### src/shared/dmcl_pkg.sv
/*
 Constants for the display-mode command logic: command codes, gamma
 curve encodings and reset defaults.
 Assumes a command front end that delivers decoded words on the core clock.
*/
package dmcl_pkg;
   localparam logic [7:0] DMCL_CMD_PARTIAL_ON = 8'h12;
   localparam logic [7:0] DMCL_CMD_NORMAL = 8'h13;
   localparam logic [7:0] DMCL_CMD_INV_OFF = 8'h20;
   localparam logic [7:0] DMCL_CMD_INV_ON = 8'h21;
   localparam logic [7:0] DMCL_CMD_ALL_BLACK = 8'h22;
   localparam logic [7:0] DMCL_CMD_ALL_WHITE = 8'h23;
   localparam logic [7:0] DMCL_CMD_GAMMA = 8'h26;
   localparam logic [7:0] DMCL_CMD_DISP_OFF = 8'h28;
   localparam logic [7:0] DMCL_CMD_DISP_ON = 8'h29;
   localparam logic [7:0] DMCL_LONG_LOW = 8'h00;
   localparam logic [15:0] DMCL_FILLER = 16'h0000;
   localparam logic [7:0] DMCL_GAMMA_CURVE1 = 8'h01;
   localparam logic [7:0] DMCL_GAMMA_RSV2 = 8'h02;
   localparam logic [7:0] DMCL_GAMMA_RSV3 = 8'h04;
   localparam logic [7:0] DMCL_GAMMA_RSV4 = 8'h08;
   localparam logic [7:0] DMCL_GAMMA_RESET = 8'h01;
   localparam logic DMCL_PARTIAL_RESET = 1'b0;
   localparam logic DMCL_INV_RESET = 1'b0;
   localparam logic DMCL_DISP_ON_RESET = 1'b0;

   typedef enum logic [2:0] {
      DMCL_PIX_FRAME = 3'b001,
      DMCL_PIX_BLACK = 3'b010,
      DMCL_PIX_WHITE = 3'b100
   } dmcl_pix_e;
   localparam dmcl_pix_e DMCL_PIX_RESET = DMCL_PIX_FRAME;
endpackage : dmcl_pkg

### src/verilog/dmcl_cmd_decode.sv
/*
 Command word decoder: folds the 8-bit short form and 16-bit long form
 into one command code and flags the gamma parameter word.
 Assumes words arrive as single-cycle strobes on the core clock.
*/
`timescale 1ns/1ps
module dmcl_cmd_decode
   import dmcl_pkg::*;
(
   input wire logic clk_i,
   input wire logic rst_n_i,
   input wire logic cmd_valid_i,
   input wire logic cmd_long_i,
   input wire logic [15:0] cmd_word_i,
   input wire logic param_valid_i,
   input wire logic [15:0] param_word_i,
   output logic cmd_stb_o,
   output logic [7:0] cmd_code_o,
   output logic gamma_stb_o,
   output logic [7:0] gamma_val_o
);
   logic pend_gamma;
   logic [7:0] code_in;
   logic code_ok;
   logic cmd_take;
   logic gamma_take;

   // Long form puts the code in the upper byte, low byte must be zero
   assign code_in = cmd_long_i ? cmd_word_i[15:8] : cmd_word_i[7:0];
   assign code_ok = cmd_long_i ? (cmd_word_i[7:0] == DMCL_LONG_LOW)
                               : (cmd_word_i[15:8] == 8'h00);
   assign cmd_take = cmd_valid_i && code_ok;
   // A filler word after an argument-free command is simply not consumed
   assign gamma_take = param_valid_i && pend_gamma && !cmd_valid_i;

   always_ff @(posedge clk_i or negedge rst_n_i)
   begin
      if (!rst_n_i)
      begin
         pend_gamma <= 1'b0;
         cmd_stb_o <= 1'b0;
         cmd_code_o <= 8'h00;
         gamma_stb_o <= 1'b0;
         gamma_val_o <= 8'h00;
      end
      else
      begin
         cmd_stb_o <= cmd_take;
         gamma_stb_o <= gamma_take;
         if (cmd_take)
         begin
            cmd_code_o <= code_in;
            pend_gamma <= (code_in == DMCL_CMD_GAMMA);
         end
         else if (gamma_take)
         begin
            pend_gamma <= 1'b0;
         end
         if (gamma_take)
         begin
            gamma_val_o <= param_word_i[7:0];
         end
      end
   end
endmodule : dmcl_cmd_decode

### src/verilog/dmcl_mode_ctrl.sv
/*
 Display-mode command logic: holds partial/normal mode, inversion,
 forced all-black/all-white, gamma curve and display on/off.
 Assumes the command front end delivers one word per strobe on clk_i and
 that sw_reset_i is a one-cycle pulse from the software-reset decoder.
*/
//Contract
//- Normal-display command (13h / 1300h) leaves partial mode.
//- Normal-display command while normal is a no-operation.
//- Only partial-on (12h) leaves normal mode; switching shows no glitch.
//- Power-on, software and hardware reset select normal mode.
//- Argument-free commands take no parameter; a 0000h filler is accepted.
//- Inversion-on (21h / 2100h) enables inversion; off after any reset.
//- Inversion-on while already inverted is ignored.
//- All-black (22h) blanks panel in sleep-out, regardless of display on/off.
//- Forced pixel modes keep frame memory and other status unchanged.
//- Normal or partial-on ends forced modes; all-black ends all-white.
//- All-white (23h) whitens panel in sleep-out, regardless of on/off.
//- All-white while already all-white is ignored.
//- Any reset returns forced-pixel state to its frame-display default (DMCL_PIX_FRAME).
//- Gamma command 26h takes one one-hot byte; 01h is curve 1, default.
//- Undefined gamma values keep the current curve.
//- Display-off (28h) blanks output, keeps status; it is the reset default.
//- Display-off while already off is a no-operation.
//- All commands act in every normal/partial, idle and sleep combination.
//- Display-on (29h) re-enables frame output; ignored when already on.
`timescale 1ns/1ps
module dmcl_mode_ctrl
   import dmcl_pkg::*;
(
   input wire logic clk_i,
   input wire logic reset_n_i,
   input wire logic sw_reset_i,
   input wire logic cmd_valid_i,
   input wire logic cmd_long_i,
   input wire logic [15:0] cmd_word_i,
   input wire logic param_valid_i,
   input wire logic [15:0] param_word_i,
   input wire logic sleep_out_i,
   output logic partial_mode_o,
   output logic inversion_o,
   output logic all_black_o,
   output logic all_white_o,
   output logic [7:0] gamma_curve_select_o,
   output logic display_on_o,
   output logic panel_blank_o,
   output logic panel_black_o,
   output logic panel_white_o,
   output logic panel_invert_o,
   output logic mode_change_o
);
   import dmcl_pkg::*;

   logic rst_meta;
   logic rst_sync;
   logic cmd_stb;
   logic [7:0] cmd_code;
   logic gamma_stb;
   logic [7:0] gamma_val;
   logic partial;
   logic inversion;
   dmcl_pix_e pix;
   logic [7:0] gamma_curve;
   logic disp_on;
   logic next_partial;
   logic next_inversion;
   dmcl_pix_e next_pix;
   logic [7:0] next_gamma;
   logic next_disp_on;
   logic is_normal;
   logic is_partial;
   logic is_inv_on;
   logic is_inv_off;
   logic is_black;
   logic is_white;
   logic is_disp_off;
   logic is_disp_on;
   logic gamma_ok;
   logic any_change;

   // Reset release is synchronised so every mode flop leaves reset together
   always_ff @(posedge clk_i or negedge reset_n_i)
   begin
      if (!reset_n_i)
      begin
         rst_meta <= 1'b0;
         rst_sync <= 1'b0;
      end
      else
      begin
         rst_meta <= 1'b1;
         rst_sync <= rst_meta;
      end
   end

   dmcl_cmd_decode u_decode (
      .clk_i(clk_i),
      .rst_n_i(rst_sync),
      .cmd_valid_i(cmd_valid_i),
      .cmd_long_i(cmd_long_i),
      .cmd_word_i(cmd_word_i),
      .param_valid_i(param_valid_i),
      .param_word_i(param_word_i),
      .cmd_stb_o(cmd_stb),
      .cmd_code_o(cmd_code),
      .gamma_stb_o(gamma_stb),
      .gamma_val_o(gamma_val)
   );

   // Decoding carries no gate on sleep or idle state
   assign is_normal = cmd_stb && (cmd_code == DMCL_CMD_NORMAL);
   assign is_partial = cmd_stb && (cmd_code == DMCL_CMD_PARTIAL_ON);
   assign is_inv_on = cmd_stb && (cmd_code == DMCL_CMD_INV_ON);
   assign is_inv_off = cmd_stb && (cmd_code == DMCL_CMD_INV_OFF);
   assign is_black = cmd_stb && (cmd_code == DMCL_CMD_ALL_BLACK);
   assign is_white = cmd_stb && (cmd_code == DMCL_CMD_ALL_WHITE);
   assign is_disp_off = cmd_stb && (cmd_code == DMCL_CMD_DISP_OFF);
   assign is_disp_on = cmd_stb && (cmd_code == DMCL_CMD_DISP_ON);

   // Reserved one-hot codes are accepted as a selection but not undefined ones
   assign gamma_ok = (gamma_val == DMCL_GAMMA_CURVE1) || (gamma_val == DMCL_GAMMA_RSV2)
                     || (gamma_val == DMCL_GAMMA_RSV3) || (gamma_val == DMCL_GAMMA_RSV4);

   // Setting an already active mode rewrites the same value: no visible effect
   assign next_partial = is_partial ? 1'b1
                       : is_normal ? 1'b0
                       : partial;
   assign next_inversion = is_inv_on ? 1'b1
                         : is_inv_off ? 1'b0
                         : inversion;
   assign next_disp_on = is_disp_on ? 1'b1
                       : is_disp_off ? 1'b0
                       : disp_on;
   assign next_gamma = (gamma_stb && gamma_ok) ? gamma_val : gamma_curve;

   // Forced pixel state: only pixel commands and mode commands touch it
   always_comb
   begin
      next_pix = pix;
      if (is_normal || is_partial)
      begin
         next_pix = DMCL_PIX_FRAME;
      end
      else if (is_black)
      begin
         next_pix = DMCL_PIX_BLACK;
      end
      else if (is_white)
      begin
         next_pix = DMCL_PIX_WHITE;
      end
   end

   assign any_change = (next_partial != partial) || (next_inversion != inversion)
                       || (next_pix != pix) || (next_gamma != gamma_curve)
                       || (next_disp_on != disp_on);

   // Software reset is applied synchronously to the same defaults
   always_ff @(posedge clk_i or negedge rst_sync)
   begin
      if (!rst_sync)
      begin
         partial <= DMCL_PARTIAL_RESET;
         inversion <= DMCL_INV_RESET;
         pix <= DMCL_PIX_RESET;
         gamma_curve <= DMCL_GAMMA_RESET;
         disp_on <= DMCL_DISP_ON_RESET;
      end
      else if (sw_reset_i)
      begin
         partial <= DMCL_PARTIAL_RESET;
         inversion <= DMCL_INV_RESET;
         pix <= DMCL_PIX_RESET;
         gamma_curve <= DMCL_GAMMA_RESET;
         disp_on <= DMCL_DISP_ON_RESET;
      end
      else
      begin
         partial <= next_partial;
         inversion <= next_inversion;
         pix <= next_pix;
         gamma_curve <= next_gamma;
         disp_on <= next_disp_on;
      end
   end

   // Panel-facing view; registered so a mode swap lands on one edge
   always_ff @(posedge clk_i or negedge rst_sync)
   begin
      if (!rst_sync)
      begin
         partial_mode_o <= 1'b0;
         inversion_o <= 1'b0;
         all_black_o <= 1'b0;
         all_white_o <= 1'b0;
         gamma_curve_select_o <= DMCL_GAMMA_RESET;
         display_on_o <= 1'b0;
         panel_blank_o <= 1'b1;
         panel_black_o <= 1'b0;
         panel_white_o <= 1'b0;
         panel_invert_o <= 1'b0;
         mode_change_o <= 1'b0;
      end
      else
      begin
         partial_mode_o <= partial;
         inversion_o <= inversion;
         all_black_o <= (pix == DMCL_PIX_BLACK);
         all_white_o <= (pix == DMCL_PIX_WHITE);
         gamma_curve_select_o <= gamma_curve;
         display_on_o <= disp_on;
         // Forced modes override display-off, but only in sleep-out
         panel_black_o <= sleep_out_i && (pix == DMCL_PIX_BLACK);
         panel_white_o <= sleep_out_i && (pix == DMCL_PIX_WHITE);
         panel_blank_o <= !disp_on || !sleep_out_i;
         panel_invert_o <= inversion;
         mode_change_o <= any_change && !sw_reset_i;
      end
   end
endmodule : dmcl_mode_ctrl

### config.mk
export PLATFORM = sky130hd
export DESIGN_NAME = dmcl_mode_ctrl
export DESIGN_NICKNAME = d
export VERILOG_FILES = /design/src/shared/dmcl_pkg.sv /design/src/verilog/dmcl_cmd_decode.sv /design/src/verilog/dmcl_mode_ctrl.sv
export SDC_FILE = /design/constraint.sdc
export NUM_CORES = 1
export LEC_CHECK = 0
export BUFFER_PORTS_ARGS = -buffer_cell sky130_fd_sc_hd__buf_2
export CORE_AREA = 10 10 104 106
export CTS_BUF_LIST = sky130_fd_sc_hd__clkbuf_2
export CTS_CLUSTER_DIAMETER = 60
export DETAILED_ROUTE_END_ITERATION = 8
export DIE_AREA = 0 0 114 116
export PLACE_DENSITY = 0.49
export SYNTH_ARGS = -nofsm -noshare
export SYNTH_HDL_FRONTEND = slang
export SYNTH_SLANG_ARGS = --single-unit
### constraint.sdc
create_clock -name clk_i -period 1.8 [get_ports clk_i]
set_input_delay 0.36 -clock clk_i [delete_from_list [all_inputs] [get_ports clk_i]]
set_output_delay 0.36 -clock clk_i [all_outputs]
set_load 0.01 [all_outputs]
After elaboration in Yosys (flattened, before gate mapping)

Cells that the tools add are included.

Output and inout bits: 18
Register bits: 52
Input bits: 39

Mux-type cells: 19
Equality and inequality tests: 20
Reductions and logical operators: 31

Operators by type and width:

| operator             | count |
|---|---|
| $eq A8 B6 Y1 const B | 7 |
| $mux W8              | 3 |
| $eq A8 B5 Y1 const B | 2 |
| $logic_not A8 Y1     | 2 |
| $logic_and A1 B1 Y1  | 15 |
| $mux W1              | 12 |
| $mux W3              | 4 |
| $logic_or A1 B1 Y1   | 9 |
| $eq A8 B1 Y1 const B | 1 |
| $eq A8 B2 Y1 const B | 1 |
| $eq A8 B3 Y1 const B | 1 |
| $eq A8 B4 Y1 const B | 1 |
| $ne A8 B8 Y1         | 1 |
| $logic_not A1 Y1     | 4 |
| $eq A3 B2 Y1 const B | 1 |
| $eq A3 B3 Y1 const B | 1 |
| $ne A1 B1 Y1         | 3 |
| $ne A3 B3 Y1         | 1 |
| $reduce_bool A2 Y1   | 1 |

Logic depth before layout (Yosys ltp)

Depth in word-level cells: 10
Gate-level depth with buffers: 6
Depth with buffers taken out: 5

By module

Synthesis repeated with hierarchy kept, for this count alone.

Cells, all modules: 182
Area, all modules: 2,187.1 µm²

By module, submodules not included:

| module          | area each (µm²) | cells an instance | sequential area each (µm²) | instances |
|---|---|---|---|---|
| dmcl_mode_ctrl  | 1,321.3         | 105               | 830.8                      | 1 |
| dmcl_cmd_decode | 865.8           | 77                | 475.5                      | 1 |

Worst setup path before layout

No wires, ideal clock.

Kind: reg-to-reg
From: reg u_decode.cmd_code_o[4]
To: reg inversion
Slack: -0.010 ns
Data arrival time: 1.678 ns
Cell stages (with the launch flop): 7
Library setup time: 0.131 ns
Period minus slack after synthesis: 1.810 ns
Required time: 1.669 ns
Cells stage by stage: dfrtp_1 buf_6 or4b_4 nor4b_4 and2b_1 mux2i_1 nor2_1

Cells in the longest elaborated chain, start to end: 5
Elaborated cells on any way between the ends: 7

Ends and longest elaborated chain:

| what                   | RTL line              | text |
|---|---|---|
| from (decl)            | dmcl_cmd_decode.sv:18 | `output logic [7:0] cmd_code_o,` |
| from (signal assigned) | dmcl_cmd_decode.sv:52 | `cmd_code_o <= code_in;` |
| $eq A8 B6 Y1           | dmcl_mode_ctrl.sv:114 | `assign is_inv_off = cmd_stb && (cmd_code == DMCL_CMD_INV_OFF);` |
| $logic_and A1 B1 Y1    | dmcl_mode_ctrl.sv:114 |  |
| $mux W1                | dmcl_mode_ctrl.sv:129 | `: is_inv_off ? 1'b0` |
| $mux W1 (*)            | dmcl_mode_ctrl.sv:128 | `assign next_inversion = is_inv_on ? 1'b1` |
| $mux W1 (*)            | dmcl_mode_ctrl.sv:169 | `else if (sw_reset_i)` |
| to (signal assigned)   | dmcl_mode_ctrl.sv:180 | `inversion <= next_inversion;` |
| to (decl)              | dmcl_mode_ctrl.sv:61  | `logic inversion;` |

Mark *: on every way between the ends. The rest lies on a longest branch, timed or not.
A chain may end at the register's enable or synchronous reset.

Final worst setup path

Same ends and word-level chain as after synthesis.

==> impl_metrics.json <==
{
  "fin_setup_tns_ns": 0,
  "p_seq_frac": 0.564,
  "initial_utilization": 0.2644,
  "seq_area_frac_synth": 0.5692,
  "num-nets-final": 325,
  "drc": 0,
  "slowest_delay_ns": 0.56,
  "end_kind": "register",
  "io_pins": 57,
  "n_antenna_cell": 0,
  "yosysUniqueCellTypes": 47,
  "yosysTopAreaCell": "dfrtp_1",
  "postCtsSetupBuffers": 0,
  "worst-path-buf-inv": 0,
  "combPwrFrac": 0.073,
  "cts_tree": "built",
  "switching_power_mw": 0.4795,
  "synth.area.top_cells": "dfrtp_1 52%, nand2_1 6.7%, mux2i_1 4.8%, dfstp_2 4.6%, nor2_1 2.5%",
  "p_int_mw": 1.634,
  "clkLatencyLatePin_ns": 0.43,
  "cts_made_buffers": 5,
  "cp_data_required_time_ns": 2.16,
  "hold_path.class": "in2reg",
  "max_cap_violations": 0,
  "root_buffer": "clkbuf_2",
  "crit_type": "reg2reg",
  "swShare": 0.2268,
  "syn_inst": 220,
  "port_buffers": 48,
  "crit_family": "simple AND/OR/NAND/NOR gates",
  "arrival_ns": 2.12,
  "die-area_sq_um": 13220,
  "place_congestion": 0.7816,
  "setup_violations": 0,
  "async_flop_share": 1.000,
  "start_kind": "register",
  "num_vias": 1755,
  "cp_max_fo": 3,
  "synth_commonest_cells": "48 x dfrtp_1, 41 x nand2_1, 15 x nor2_1",
  "skew_ns": 0.02758,
  "drive_gt1_frac": 0.3031,
  "die_h_microns": 116,
  "num_rows": 34,
  "n_fill_cell": 926,
  "routed_wl_mm": 5.086,
  "cpMaxStageDelayCell": "or4b_4",
  "maxSlewViolCount": 0,
  "ys.warnings.count": 0,
  "htreeDepth": 2,
  "clock-sinks": 52,
  "finalCritPeriodShare": 0.9810,
  "grt_usage": 0.07879,
  "p_per_area_nw_per_um2": 729.1,
  "stdcell_count": 395,
  "dp_hpwl_mm": 3.820,
  "rsz0062_at_grt": "yes",
  "grt_max_degree": 51,
  "via_per_inst": 4.443,
  "clock_path_buffers": 2,
  "ant_nets": 0,
  "synth_enable_flop_cells": 0,
  "die_w_microns": 114,
  "post-route-min-period_ns": 1.766,
  "synth_area_sq_um": 2295,
  "crit_chain": "or4b_4 > nor4b_4 > and2b_1 > mux2i_1 > nor2_1",
  "antenna_found_initial": 0,
  "ys.flop_type": "dfrtp_1",
  "clk_pin_slew_ns": 0.28,
  "grt_pass1_wl_mm": 8.694,
  "core-area_sq_um": 8678,
  "syn_nets": 259,
  "wl_per_cell_microns": 12.88,
  "syn2layout_area_growth_pct": 26.34,
  "drt_iter0_drc": 80,
  "synth_top_area_frac": 0.5234,
  "drt-pass1-iter-count": 4,
  "outcome": "completed",
  "synth_area_per_cell_sq_um": 10.43,
  "synth_most_common_cell": "dfrtp_1",
  "vdd_drop_max_v": 0.0003979,
  "fmax_mhz": 566.3,
  "grt_pass1_vias": 1792,
  "p_clk_frac": 0.364,
  "numPlacedInstances": 385,
  "finalHoldViolCount": 0,
  "ys_seq_elements": 52,
  "p_leak_nw": 1.429,
  "grt-ovfl-total": 0
}
## power by group through the flow
stage	Combinational (mW)	Sequential, mW	Clock (mW)
3_5_place_dp	0.152	1.21	0
5_1_grt	0.175	1.19	0.840
3_3_place_gp	0.149	1.21	0
4_1_cts	0.156	1.19	0.804
2_1_floorplan	0.0598	1.23	0
6_report	0.153	1.19	0.768
## layout by cell type, fill, tap and decap left out, types with 6 or more instances in the layout
cell type | netlist | routed
o21ai_1 | 11 | 11
buf_4 | 1 | 17
mux2i_1 | 11 | 11
and2_1 | 7 | 7
nor2_1 | 15 | 15
nand2_1 | 41 | 41
dfrtp_1 | 48 | 47
a21oi_1 | 6 | 6
buf_2 | 1 | 48
## final cells by class
cell class / instances / area (sq um) / area share
clock inverters: 3 / 68.82 / 0.02374
inverters: 7 / 26.28 / 0.009063
repair buffers: 69 / 427.9 / 0.1476
multi-input cells: 151 / 908.4 / 0.3133
well taps: 108 / 135.1 / 0.04661
flip-flops and latches: 52 / 1308 / 0.4510
clock buffers: 5 / 25.02 / 0.008632
## sequential cells by signal, summed over array words and instances, names as in the netlist, 3 cells and up
register	count
gamma_curve	8
gamma_curve_select_o	8
pix	3
u_decode.cmd_code_o	8
u_decode.gamma_val_o	8
## path summary, 6_finish.rpt
check / endpoint / depth (start not counted) / startpoint / slack, ns
max: inversion / 5 / u_decode.cmd_code_o[4] / 0.03
min: u_decode.gamma_val_o[5] / 3 / param_word_i[5] / 0.08
min in group asynchronous: rst_sync / 2 / reset_n_i / 0.18
min reg2reg: gamma_curve_select_o[7] / 1 / rst_sync / 0.26
max in group asynchronous: pix[0] / 1 / rst_sync / 1.21
max reg2reg: inversion / 5 / u_decode.cmd_code_o[4] / 0.03
## per-layer routing
metal / track usage / up-vias / routed length, microns / share of wire
li1: - / 892 / - / -
met1: 0.1120 / 804 / 2655 / 0.52
met2: 0.1052 / 54 / 1961 / 0.39
met3: 0.03307 / 5 / 434 / 0.085
met4: 0.02256 / 0 / 34 / 0.0067
met5: 0 / - / 0 / 0
## worst register-to-register path: cells and delay by family (launching register included)
kind | cells | cell delay, ns
AND/OR/NAND/NOR | 4 | 1.10
multiplexers | 1 | 0.18
flip-flops | 1 | 0.44
## metrics by stage
step	power, mW	util	setup slack [ns]	cell area (sq um)	hold slack, ns
final	2.114	0.3341	0.03411	2899	0.07934
after global routing	2.211	0.3341	-0.03955	2899	0.02594
after CTS	2.152	0.3326	0.02764	2887	0.04059
after detailed placement	1.363	0.3195	0.01727	2773	0.1493
after global placement	1.360	0.3195	0.01652	2773	0.1467
after floorplan	1.287	-	0.03173	2295	0.06441
## what timing repair did
item	4_1_cts	5_1_grt
hold endpoints to repair	3	0
endpoints found under the setup margin	0	10
hold buffers	2	0
gates resized for setup	0	2
## cells by family (layout without fill, tap and decap cells)
family | after synthesis | count (layout) | share of synthesized area
AOI/OAI and AO/OA | 37 | 37 | 0.09978
DFF | 52 | 52 | 0.5692
xor gates and xnor gates | 4 | 4 | 0.01527
and+or+nand+nor | 98 | 98 | 0.2257
other | 1 | 1 | 0.001634
buffers and inverters | 17 | 84 | 0.04035
muxes | 11 | 11 | 0.04798
No activity file was read; power rests on OpenSTA's default activity.
